## config.mk

```make
export PLATFORM = sky130hd
export DESIGN_NAME = preset_frequency_counter_display
export DESIGN_NICKNAME = d
export VERILOG_FILES = /design/src/freq_counter_pkg.sv /design/src/bcd_chain.sv /design/src/prescale_div10.sv /design/src/preset_frequency_counter_display.sv
export SDC_FILE = /design/constraint.sdc
export NUM_CORES = 1
export LEC_CHECK = 0
export ABC_CLOCK_PERIOD_IN_PS = 5520
export BUFFER_PORTS_ARGS = -buffer_cell sky130_fd_sc_hd__buf_2
export CORE_ASPECT_RATIO = 0.5
export CORE_UTILIZATION = 60
export CTS_BUF_LIST = sky130_fd_sc_hd__clkbuf_4 sky130_fd_sc_hd__clkbuf_8 sky130_fd_sc_hd__clkbuf_16
export DETAILED_ROUTE_END_ITERATION = 10
export PLACE_DENSITY = 0.77
export SYNTH_ARGS = -nofsm -noshare
export SYNTH_HDL_FRONTEND = slang
export SYNTH_HIERARCHICAL = 1
export SYNTH_SLANG_ARGS = --single-unit
```

## constraint.sdc

```tcl
create_clock -name i_mclk -period 5.52 [get_ports i_mclk]
set_input_delay 1.104 -clock i_mclk [delete_from_list [all_inputs] [get_ports i_mclk]]
set_output_delay 1.104 -clock i_mclk [all_outputs]
set_load 0.01 [all_outputs]
```

## src/freq_counter_pkg.sv

```systemverilog
// Shared constants and types for the preset frequency counter and display.
package freq_counter_pkg;

    //==========================================================================
    // Clock and timing
    localparam int CLK_HZ = 50_000_000;
    localparam int XTAL_DIV_LOG2 = 20;
    localparam int PRESCALE_RATIO = 10;
    localparam int LOAD_MS = 5;
    localparam int STORE_US = 50;
    localparam int SCAN_HZ = 2500;
    localparam int NUM_DIGITS = 6;
    localparam int LOAD_CYC = CLK_HZ / 1000 * LOAD_MS;
    localparam int STORE_CYC = CLK_HZ / 1_000_000 * STORE_US;
    localparam int DIGIT_CYC = CLK_HZ / (SCAN_HZ * NUM_DIGITS);

    //==========================================================================
    // Digits and presets
    localparam int BCD_W = 4;
    localparam logic [3:0] BCD_ZERO = 4'h0;
    localparam logic [3:0] BCD_ONE = 4'h1;
    localparam logic [3:0] BCD_NINE = 4'h9;
    localparam logic [23:0] PRESET_LOW_BANDS = 24'h910000;
    localparam logic [23:0] PRESET_OTHER_BANDS = 24'h090000;

    //==========================================================================
    // Pin synchroniser layout
    localparam int SYNC_W = 7;
    localparam int PIN_OSC = 0;
    localparam int PIN_XTAL = 1;
    localparam int PIN_PRST = 2;
    localparam int PIN_PROG = 3;
    localparam int PROG_FIRST = 0;
    localparam int PROG_FOURTH = 3;

    //==========================================================================
    // Display coding, segments in order g f e d c b a, high means lit
    localparam logic [5:0] DIGIT_EN_RST = 6'h01;
    localparam logic [6:0] SEG_BLANK = 7'h00;
    localparam logic [6:0] SEG_TABLE [0:9] = '{
        7'h3f, 7'h06, 7'h5b, 7'h4f, 7'h66, 7'h6d, 7'h7d, 7'h07, 7'h7f, 7'h6f
    };

    typedef enum logic [0:0] {
        PH_XFER = 1'b0,
        PH_COUNT = 1'b1
    } gate_phase_t;

endpackage

```

## src/bcd_chain.sv

```systemverilog
// Loadable BCD up-counter chain, wrapping modulo ten to the number of digits.
module bcd_chain #(
    parameter int DIGITS = freq_counter_pkg::NUM_DIGITS
) (
    // Clock and reset
    input wire logic i_mclk,
    input wire logic i_rst_b,
    // Control
    input wire logic i_load,
    input wire logic [DIGITS*freq_counter_pkg::BCD_W-1:0] i_preset,
    input wire logic i_inc,
    // Count
    output logic [DIGITS*freq_counter_pkg::BCD_W-1:0] o_count
);
    localparam int W = freq_counter_pkg::BCD_W;

    logic [DIGITS-1:0] carry;

    assign carry[0] = i_inc & ~i_load;

    //==========================================================================
    // Digit chain
    for (genvar g = 0; g < DIGITS; g++) begin : gen_digit
        logic [W-1:0] dig_ff;
        logic [W-1:0] nxt_dig;
        always_comb begin
            nxt_dig = dig_ff;
            if (i_load) begin
                nxt_dig = i_preset[g*W +: W];
            end else if (carry[g]) begin
                // The top digit wraps too, so the MHz pair rolls modulo one hundred.
                nxt_dig = (dig_ff == freq_counter_pkg::BCD_NINE) ?
                    freq_counter_pkg::BCD_ZERO : dig_ff + freq_counter_pkg::BCD_ONE;
            end
        end
        always_ff @(posedge i_mclk or negedge i_rst_b) begin
            if (!i_rst_b) begin
                dig_ff <= freq_counter_pkg::BCD_ZERO;
            end else begin
                dig_ff <= nxt_dig;
            end
        end
        if (g + 1 < DIGITS) begin : gen_carry
            assign carry[g+1] = carry[g] & (dig_ff == freq_counter_pkg::BCD_NINE);
        end
        assign o_count[g*W +: W] = dig_ff;
    end
endmodule

```

## src/prescale_div10.sv

```systemverilog
// Decade prescaler: one tick for every ten accepted input edges, held while reset.
module prescale_div10 #(
    parameter int RATIO = freq_counter_pkg::PRESCALE_RATIO
) (
    // Clock and reset
    input wire logic i_mclk,
    input wire logic i_rst_b,
    // Edge input and hold
    input wire logic i_edge,
    input wire logic i_hold,
    // Divided output
    output logic o_tick
);
    localparam int CW = $clog2(RATIO);
    localparam logic [CW-1:0] LAST = CW'(RATIO - 1);

    logic [CW-1:0] cnt_ff;
    logic [CW-1:0] nxt_cnt;
    logic tick_ff;
    logic nxt_tick;
    logic [CW:0] h_edges;

    //==========================================================================
    // Divider
    always_comb begin
        nxt_cnt = cnt_ff;
        nxt_tick = 1'b0;
        if (i_hold) begin
            nxt_cnt = '0;
        end else if (i_edge) begin
            if (cnt_ff == LAST) begin
                nxt_cnt = '0;
                nxt_tick = 1'b1;
            end else begin
                nxt_cnt = cnt_ff + CW'(1);
            end
        end
    end

    always_ff @(posedge i_mclk or negedge i_rst_b) begin
        if (!i_rst_b) begin
            cnt_ff <= '0;
            tick_ff <= 1'b0;
        end else begin
            cnt_ff <= nxt_cnt;
            tick_ff <= nxt_tick;
        end
    end

    assign o_tick = tick_ff;

    //==========================================================================
    // Checks
    always_ff @(posedge i_mclk or negedge i_rst_b) begin
        if (!i_rst_b) begin
            h_edges <= '0;
        end else if (i_hold) begin
            h_edges <= '0;
        end else if (tick_ff) begin
            h_edges <= {{CW{1'b0}}, i_edge};
        end else if (i_edge) begin
            h_edges <= h_edges + (CW + 1)'(1);
        end
    end
endmodule

```

## src/preset_frequency_counter_display.sv

```systemverilog
// Top level: prescaled frequency counter with band preset and six-digit multiplexed readout.
//==============================================================================
module preset_frequency_counter_display #(
    parameter int LOAD_CYCLES = freq_counter_pkg::LOAD_CYC,
    parameter int STORE_CYCLES = freq_counter_pkg::STORE_CYC,
    parameter int DIGIT_CYCLES = freq_counter_pkg::DIGIT_CYC,
    parameter int XTAL_DIV_LOG2 = freq_counter_pkg::XTAL_DIV_LOG2
) (
    // Clock and reset
    input wire logic i_mclk,
    input wire logic i_rst_b,
    // Oscillator and time base pins
    input wire logic i_osc,
    input wire logic i_xtal_ref,
    input wire logic i_prescale_rst,
    // Band program lines
    input wire logic [3:0] i_prog,
    // Timing outputs
    output logic o_gate,
    output logic o_load,
    output logic o_store_b,
    // Display drive
    output logic [6:0] o_seg,
    output logic [5:0] o_digit_en
);
    localparam int ND = freq_counter_pkg::NUM_DIGITS;
    localparam int CNT_W = ND * freq_counter_pkg::BCD_W;
    localparam int SW = freq_counter_pkg::SYNC_W;
    localparam int HALF_W = XTAL_DIV_LOG2 - 1;
    localparam int STORE_W = $clog2(STORE_CYCLES + 1);
    localparam int LOAD_W = $clog2(LOAD_CYCLES + 1);
    localparam int DWELL_W = $clog2(DIGIT_CYCLES + 1);
    localparam int IDX_W = $clog2(ND);
    localparam logic [IDX_W-1:0] IDX_LAST = IDX_W'(ND - 1);

    //==========================================================================
    // Pin synchronisers
    // Three stages per pin; a high level is accepted only when stages two and three agree, and the level drops as soon as they differ.
    logic [SW-1:0] pins;
    logic [SW-1:0] s1_ff;
    logic [SW-1:0] s2_ff;
    logic [SW-1:0] s3_ff;
    logic [SW-1:0] lvl_ff;
    logic [SW-1:0] nxt_lvl;
    logic [SW-1:0] rise;

    assign pins = {i_prog, i_prescale_rst, i_xtal_ref, i_osc};

    always_comb begin
        nxt_lvl = (s2_ff & s3_ff) | (lvl_ff & ~(s2_ff ^ s3_ff));
        rise = nxt_lvl & ~lvl_ff;
    end

    always_ff @(posedge i_mclk or negedge i_rst_b) begin
        if (!i_rst_b) begin
            s1_ff <= '0;
            s2_ff <= '0;
            s3_ff <= '0;
            lvl_ff <= '0;
        end else begin
            s1_ff <= pins;
            s2_ff <= s1_ff;
            s3_ff <= s2_ff;
            lvl_ff <= nxt_lvl;
        end
    end

    //==========================================================================
    // Prescaler
    // The oscillator is sampled, not clocked in, so inputs near half the
    // system clock may lose edges; the filter trades bandwidth for glitch immunity.
    logic presc_tick;

    prescale_div10 u_prescale (
        .i_mclk(i_mclk),
        .i_rst_b(i_rst_b),
        .i_edge(rise[freq_counter_pkg::PIN_OSC]),
        .i_hold(lvl_ff[freq_counter_pkg::PIN_PRST]),
        .o_tick(presc_tick)
    );

    //==========================================================================
    // Gate time base
    freq_counter_pkg::gate_phase_t phase_ff;
    freq_counter_pkg::gate_phase_t nxt_phase;
    logic [HALF_W-1:0] ref_cnt_ff;
    logic [HALF_W-1:0] nxt_ref_cnt;
    logic xfer_start;

    always_comb begin
        nxt_ref_cnt = ref_cnt_ff;
        nxt_phase = phase_ff;
        if (rise[freq_counter_pkg::PIN_XTAL]) begin
            nxt_ref_cnt = ref_cnt_ff + HALF_W'(1);
            if (ref_cnt_ff == '1) begin
                // Toggle every half of the full power-of-two division.
                nxt_phase = (phase_ff == freq_counter_pkg::PH_COUNT) ?
                    freq_counter_pkg::PH_XFER : freq_counter_pkg::PH_COUNT;
            end
        end
        xfer_start = (phase_ff == freq_counter_pkg::PH_COUNT) &&
            (nxt_phase == freq_counter_pkg::PH_XFER);
    end

    always_ff @(posedge i_mclk or negedge i_rst_b) begin
        if (!i_rst_b) begin
            ref_cnt_ff <= '0;
            phase_ff <= freq_counter_pkg::PH_COUNT;
        end else begin
            ref_cnt_ff <= nxt_ref_cnt;
            phase_ff <= nxt_phase;
        end
    end

    assign o_gate = phase_ff;

    //==========================================================================
    // Store and load one-shots
    logic store_b_ff;
    logic nxt_store_b;
    logic [STORE_W-1:0] store_cnt_ff;
    logic [STORE_W-1:0] nxt_store_cnt;
    logic load_ff;
    logic nxt_load;
    logic [LOAD_W-1:0] load_cnt_ff;
    logic [LOAD_W-1:0] nxt_load_cnt;

    always_comb begin
        nxt_store_b = store_b_ff;
        nxt_store_cnt = store_cnt_ff;
        nxt_load = load_ff;
        nxt_load_cnt = load_cnt_ff;
        if (xfer_start) begin
            nxt_store_b = 1'b0;
            nxt_store_cnt = STORE_W'(STORE_CYCLES - 1);
            nxt_load = 1'b1;
            nxt_load_cnt = LOAD_W'(LOAD_CYCLES - 1);
        end else begin
            if (!store_b_ff) begin
                if (store_cnt_ff == '0) begin
                    nxt_store_b = 1'b1;
                end else begin
                    nxt_store_cnt = store_cnt_ff - STORE_W'(1);
                end
            end
            if (load_ff) begin
                if (load_cnt_ff == '0) begin
                    nxt_load = 1'b0;
                end else begin
                    nxt_load_cnt = load_cnt_ff - LOAD_W'(1);
                end
            end
        end
    end

    always_ff @(posedge i_mclk or negedge i_rst_b) begin
        if (!i_rst_b) begin
            store_b_ff <= 1'b1;
            store_cnt_ff <= '0;
            load_ff <= 1'b0;
            load_cnt_ff <= '0;
        end else begin
            store_b_ff <= nxt_store_b;
            store_cnt_ff <= nxt_store_cnt;
            load_ff <= nxt_load;
            load_cnt_ff <= nxt_load_cnt;
        end
    end

    assign o_store_b = store_b_ff;
    assign o_load = load_ff;

    //==========================================================================
    // Counter, preset and display latch
    logic band_low;
    logic [CNT_W-1:0] preset;
    logic [CNT_W-1:0] count;
    logic cnt_inc;
    logic [CNT_W-1:0] latch_ff;
    logic [CNT_W-1:0] nxt_latch;

    always_comb begin
        // Only the first and fourth lines carry band information.
        band_low = lvl_ff[freq_counter_pkg::PIN_PROG + freq_counter_pkg::PROG_FIRST] &
            lvl_ff[freq_counter_pkg::PIN_PROG + freq_counter_pkg::PROG_FOURTH];
        preset = band_low ? freq_counter_pkg::PRESET_LOW_BANDS :
            freq_counter_pkg::PRESET_OTHER_BANDS;
        cnt_inc = presc_tick && (phase_ff == freq_counter_pkg::PH_COUNT);
        nxt_latch = xfer_start ? count : latch_ff;
    end

    bcd_chain u_count (
        .i_mclk(i_mclk),
        .i_rst_b(i_rst_b),
        .i_load(load_ff),
        .i_preset(preset),
        .i_inc(cnt_inc),
        .o_count(count)
    );

    always_ff @(posedge i_mclk or negedge i_rst_b) begin
        if (!i_rst_b) begin
            latch_ff <= '0;
        end else begin
            latch_ff <= nxt_latch;
        end
    end

    //==========================================================================
    // Display multiplexer
    logic [DWELL_W-1:0] dwell_ff;
    logic [DWELL_W-1:0] nxt_dwell;
    logic [IDX_W-1:0] idx_ff;
    logic [IDX_W-1:0] nxt_idx;
    logic [ND-1:0] digit_en_ff;
    logic [ND-1:0] nxt_digit_en;
    logic [6:0] seg_ff;
    logic [6:0] nxt_seg;

    function automatic logic [6:0] seg_of(input logic [3:0] d);
        seg_of = (d <= freq_counter_pkg::BCD_NINE) ? freq_counter_pkg::SEG_TABLE[d] :
            freq_counter_pkg::SEG_BLANK;
    endfunction

    always_comb begin
        nxt_dwell = dwell_ff - DWELL_W'(1);
        nxt_idx = idx_ff;
        nxt_digit_en = digit_en_ff;
        nxt_seg = seg_ff;
        if (dwell_ff == '0) begin
            nxt_dwell = DWELL_W'(DIGIT_CYCLES - 1);
            nxt_idx = (idx_ff == IDX_LAST) ? '0 : idx_ff + IDX_W'(1);
            nxt_digit_en = {digit_en_ff[ND-2:0], digit_en_ff[ND-1]};
            nxt_seg = seg_of(latch_ff[nxt_idx*freq_counter_pkg::BCD_W +: 4]);
        end
    end

    always_ff @(posedge i_mclk or negedge i_rst_b) begin
        if (!i_rst_b) begin
            dwell_ff <= '0;
            idx_ff <= IDX_LAST;
            // Parked one step behind digit zero, so the first step lights digit zero.
            digit_en_ff <= {freq_counter_pkg::DIGIT_EN_RST[0],
                freq_counter_pkg::DIGIT_EN_RST[ND-1:1]};
            seg_ff <= freq_counter_pkg::SEG_BLANK;
        end else begin
            dwell_ff <= nxt_dwell;
            idx_ff <= nxt_idx;
            digit_en_ff <= nxt_digit_en;
            seg_ff <= nxt_seg;
        end
    end

    assign o_digit_en = digit_en_ff;
    assign o_seg = seg_ff;

    int h_store_len;
    int h_load_len;
    int h_ref_edges;
    logic h_gate_prev;

    always_ff @(posedge i_mclk or negedge i_rst_b) begin
        if (!i_rst_b) begin
            h_store_len <= 0;
            h_load_len <= 0;
            h_ref_edges <= 0;
            h_gate_prev <= 1'b1;
        end else begin
            h_store_len <= o_store_b ? 0 : h_store_len + 1;
            h_load_len <= o_load ? h_load_len + 1 : 0;
            h_gate_prev <= o_gate;
            if (o_gate != h_gate_prev) begin
                h_ref_edges <= rise[freq_counter_pkg::PIN_XTAL] ? 1 : 0;
            end else if (rise[freq_counter_pkg::PIN_XTAL]) begin
                h_ref_edges <= h_ref_edges + 1;
            end
        end
    end
endmodule

```

* After elaboration in Yosys (flattened, before gate mapping) *
Memory sizes are Yosys's and may differ from the RTL's.
Cells that the tools add are included.

word-level totals
  register bits = 161
  bits in read-only memories = 112
  bits of input ports = 9
  output and inout bits = 16
  logic and storage cells = 128
  memories = 1

operators by class
  $add $sub $neg = 12
  $lt $le $gt $ge = 2
  equal/unequal tests = 12
  shift-type cells = 1
  mux-type cells = 45
  bitwise operators = 17
  reductions and logical operators = 15

memory list
  name             words  width  read ports  clocked after Yosys merged registers in  wr ports  line                                     RTL
  (no name shown)  16     7      1           0                                        0         preset_frequency_counter_display.sv:221  seg_of = (d <= freq_counter_pkg::BCD_NINE) ? freq_counter_pkg::SEG_TABLE[d] :

operator list
  cell                     number
  $mux W4                  21
  $mux W18                 3
  $mux W12                 4
  $add A4 B1 Y4 const B    7
  $eq A4 B4 Y1 const B     7
  $logic_not A12 Y1        2
  $mux W24                 1
  $shiftx A24 B6 Y4        1
  $sub A12 B1 Y12 const B  2
  $mux W7                  3
  $add A19 B1 Y19 const B  1
  $eq A19 B19 Y1 const B   1
  $logic_not A18 Y1        1
  $sub A18 B1 Y18 const B  1
  $reduce_bool A2 Y1       8
  $and A7 B7 Y7            2
  $mux W1                  12
  $and A1 B1 Y1            7
  $not A7 Y7               1
  $or A7 B7 Y7             1
  $xor A7 B7 Y7            1
  $ne A2 B2 Y1 const B     3
  $ge A5 B5 Y1 const B     1
  $not A4 Y5               1
  other kinds (9)          12

* Logic depth before layout (Yosys ltp) *
  word-level depth = 10
  mapped depth = 12

* Cells and area by module *
The synthesis kept the hierarchy.

by module, submodules not included
  module                            times used  cells an instance  area each (sq um)
  preset_frequency_counter_display  1           528                5789.3
  bcd_chain                         1           178                1520.2
  prescale_div10                    1           26                 270.3

* Worst setup path before layout *
Ideal clock, no wire load.

  kind = register to register
  start = reg idx_ff[1]
  end = reg seg_ff[6], in the netlist o_seg[6]
  data arrival time = 2.724 ns
  required time = 5.389 ns
  setup slack = 2.665 ns
  stages on the path, launching flop included = 13
  cell sequence = dfrtp_1 buf_2 buf_1 mux2_2 mux2i_1 nand2_1 o21ai_0 inv_1 ha_1 o221a_2 o32ai_1 or3_1 a31oi_1

between the ends
  word-level cells in the longest chain between the ends = 8
  elaborated cells on any way between the ends = 10
  those cells by class = add/sub (1); order compare (1); eq/ne (1); shift (1); mux (4); bitwise (1); memory (1)

RTL lines
  element                                               line                                     RTL
  start: declaration                                    preset_frequency_counter_display.sv:213  logic [IDX_W-1:0] idx_ff;
  start signal: assignment                              preset_frequency_counter_display.sv:248  idx_ff <= nxt_idx;
  $add A3 B1 Y3 / $eq A3 B3 Y1 (equally long branches)  preset_frequency_counter_display.sv:232  nxt_idx = (idx_ff == IDX_LAST) ? '0 : idx_ff + IDX_W'(1);
  $mux W3 (*)                                           preset_frequency_counter_display.sv:232
  $shiftx A24 B6 Y4 (*)                                 preset_frequency_counter_display.sv:234  nxt_seg = seg_of(latch_ff[nxt_idx*freq_counter_pkg::BCD_W +: 4]);
  $not A4 Y5 (implied by the code)                      preset_frequency_counter_display.sv:221
  $mem_v2 Z16 W7                                        -
  $mux W7 (implied by the code) (2 in series)           preset_frequency_counter_display.sv:221
  $mux W7 (*)                                           preset_frequency_counter_display.sv:221
  end signal: assignment                                preset_frequency_counter_display.sv:245  seg_ff <= freq_counter_pkg::SEG_BLANK;
  end signal: assignment                                preset_frequency_counter_display.sv:250  seg_ff <= nxt_seg;
  end: declaration                                      preset_frequency_counter_display.sv:217  logic [6:0] seg_ff;

Mark *: on every way between the ends. The rest lies on a longest branch, timed or not. The select of a mux whose other input is x is not followed.
A chain may end at the register's enable or synchronous reset.

* Worst setup path in the final report *
Ends and elaborated chain as after synthesis.

==> metrics.csv <==
metric,value,unit
die boundary width,161,um
number of global-route vias before repair,5185,
worst slew pin tran,1.21,ns
Final Skew,0.0102,ns
placed cell areas,7890,sq um
"area fraction in and, or, nand and nor cells after synthesis",19.7,%
number of clock sinks,153,
total wire length,13700,um
number of flops mapped to enable cells by yosys,0,
RSZ-0062 raised after global routing,false,
root buffer cell,clkbuf_16,
share of the core filled with cells,70.6,%
CP bufs+invs,1,
Starting Density,62.9,%
highest metal used,met4,
share of the yosys chip area belonging to registers,50.6,%
kind of start point of the critical path,flip-flop,
number of failing hold endpoints at the final stage,0,
Max-slew headroom,19.5,%
1st-pass router iterations,4,
DRC errors left,0,
layout net count,798,
average size of a mapped cell,10.4,sq um
All-Layer GR Usage,23.3,%
most common flop cell mapped by yosys,dfrtp_1,
clock transition at the registers of the reported paths,0.07,ns
result of the run,"complete, no violations",
proportion of synthesized area in mux cells,5.65,%
Wirelength per Cell,14.4,um
Max-Cap Viols,0,
Core ar.,12100,sq um
largest family of logic cells by synthesized area,simple AND/OR/NAND/NOR gates,
global placer's final weighted congestion,0.861,
complex-gate fraction of the synthesized area,11.8,%
site row count,28,
TNS Setup,0,ns
flop-to-flop setup slack,2.23,ns
final setup violation count,0,
vias after detailed routing,5382,
register bit count reported by yosys,153,
vertical die dimension,81.5,um
Total Die Area,13100,sq um
CP peak stage delay,0.68,ns
routed via count divided by cell count,5.67,
antenna violations before repair,0,
starting DRC count in detailed routing,436,
XOR/XNOR share of the synthesized area,6.36,%
Peak VDD IR,179,uV
standby leakage power,3.92,nW
CP Max Fanout,17,
worst-skew pair later-pin latency,0.42,ns
worst hold-check slack,0.352,ns
power density cells,290,nW/um^2
cell chain of the critical path,mux2_2 > mux2i_1 > nand2_1 > o21ai_0 > inv_1 > ha_1 > o221a_2 > o32ai_1 > or3_1 > a31oi_1,
warnings from Yosys,6,
synthesis-to-layout area growth,12.2,%
port buffer count,22,
deepest level of the CTS H-tree,4,
data arrival at the endpoint of the critical path,3.58,ns
detailed-placement wirelength estimate,9110,um
type of destination of the critical path,flip-flop,
ys async rst share,100,%
antenna violation net count after detailed routing,0,
largest net degree at the start of global routing,107,
number of pins with negative max-slew slack in the final report,0,
Synth Area in Adders,2.81,%
IO Count,25,
Hold Path Class,reg2reg,
post-synthesis cell count,732,
final critical path time including I/O delays and setup,3.29,ns
number of buffers created by CTS,17,
met3 wire len,387,um
global-route wire length before repair,24300,um
fraction of layout cells with a size suffix above 1,13.6,%
number of buffers on the longest clock path,2,
worst setup path category,reg2reg,
required time at the worst-slack endpoint,5.81,ns
netlist area before placement,7580,sq um
Met2 Wirelength,6370,um
"final std cell area, no fill",8500,sq um
post-route fraction of the period consumed by the critical path,59.6,%
number of library cell types mapped by synthesis,76,
antenna diode instance count,0,
cell with the largest stage delay on the worst path,dfrtp_1,
Setup Buffers After CTS,0,
FMAX,0.304,GHz
family with the most delay on the worst path,compound AO/OA/AOI/OAI gates,
hold buffer count at cts,0,
remaining global-route overflow,0,
CTS tree,done,
number of gates given a new drive strength after cts,0,
met1 WL,6800,um
-- cells in the final DEF (no fill, tap or decap), drive strengths merged, types with 8 or more instances in the layout --
master,synthesis,layout
xor2,30,30
dfrtp,148,148
nand2,82,82
nand4,14,14
xnor2,25,25
nor3,20,20
nand3,19,19
nor2,56,56
or3,11,11
nand2b,8,8
o211ai,9,9
and2,11,11
ha,17,17
conb,2,21
buf,14,26
a31oi,11,11
mux2i,9,9
mux2,30,30
a21oi,18,18
clkbuf,10,20
nor2b,11,11
o21ai,38,38
inv,28,31
or4,8,8
-- state kept, by name, indices dropped and copies added, names as in the netlist, 4 cells and up --
name                      flops
u_prescale/cnt_ff             4
o_digit_en                    6
dwell_ff                     12
lvl_ff                        5
store_cnt_ff                 12
s1_ff                         5
s3_ff                         5
ref_cnt_ff                   19
load_cnt_ff                  18
latch_ff                     24
s2_ff                         5
o_seg                         7
u_count/gen_digit.dig_ff     24
-- power by group --
group          internal (mW)  switching, mW  leakage (nW)
combinational         0.0324         0.0433          1.69
sequential              1.15         0.0298          1.92
clock                  0.740          0.464         0.302
-- final cells by class --
cell class              instances  area, sq um
clock inverters                12          164
clock buffers                  20          454
inverters                      28          105
flip-flops and latches        153         3830
multi-input cells             546         3590
fillers                       899         3550
repair buffers                 26          146
well taps                     165          206
-- cells in the mapped netlist, types with 5 or more instances --
| library cell | instances | area, sq um |
|---|---|---|
| clkbuf_1 | 10 | 37.5 |
| o21ai_0 | 37 | 185 |
| mux2i_1 | 9 | 90.1 |
| nor3_1 | 20 | 100 |
| nand2b_1 | 7 | 43.8 |
| a31oi_1 | 11 | 68.8 |
| nor4_1 | 7 | 43.8 |
| or3_1 | 10 | 62.6 |
| nand3b_1 | 6 | 45.0 |
| inv_1 | 28 | 105 |
| nor2_1 | 56 | 210 |
| a21oi_1 | 17 | 85.1 |
| nand4_1 | 14 | 87.6 |
| o211ai_1 | 9 | 67.6 |
| nor3b_1 | 5 | 37.5 |
| nand3_1 | 19 | 95.1 |
| o31ai_1 | 6 | 45.0 |
| a211oi_1 | 7 | 52.6 |
| nor2b_1 | 11 | 68.8 |
| nand2_1 | 81 | 304 |
| dfstp_2 | 5 | 131 |
| dfrtp_1 | 148 | 3700 |
| a21o_1 | 7 | 52.6 |
| or4_1 | 7 | 52.6 |
| ha_1 | 17 | 213 |
| mux2_2 | 30 | 338 |
| xor2_1 | 30 | 263 |
| xnor2_1 | 25 | 219 |
| and2_1 | 10 | 62.6 |
| nand4b_1 | 5 | 43.8 |
| buf_2 | 8 | 40.0 |
-- metrics by stage --
stage	std cells	power, mW	setup WS, ns
finish	950	2.46	2.23
global placement	918	1.28	2.40
CTS	950	2.49	2.28
detailed placement	918	1.28	2.30
floorplan	751	1.24	2.67
global route	950	2.55	2.03
-- path summary, 6_finish.rpt --
| check | from | end | depth (start not counted) |
|---|---|---|---|
| worst max-delay path | idx_ff[1] | o_seg[6] | 10 |
| worst min-delay path | s1_ff[6] | s2_ff[6] | 0 |
| worst max register to register | idx_ff[1] | o_seg[6] | 10 |
| worst min register to register | s1_ff[6] | s2_ff[6] | 0 |
| max in group asynchronous | i_rst_b | latch_ff[10] | 2 |
| min in group asynchronous | i_rst_b | o_seg[4] | 1 |
-- layer usage --
| layer | global-route usage, % | vias to the layer above |
|---|---|---|
| met5 | 0 | - |
| met3 | 4.04 | 20 |
| met2 | 38.8 | 69 |
| met4 | 8.77 | 0 |
| li1 | - | 2662 |
| met1 | 31.2 | 2631 |
-- kinds of logic (layout without fill, tap and decap cells) --
logic type      after synthesis  in the layout
compound gates              131            131
xor+xnor                     55             55
fa+ha+maj                    17             17
buf+inv                      52             86
flops                       153            153
mux                          39             39
other cells                   2             21
simple gates                283            283
(Power assumes the default switching activity.)
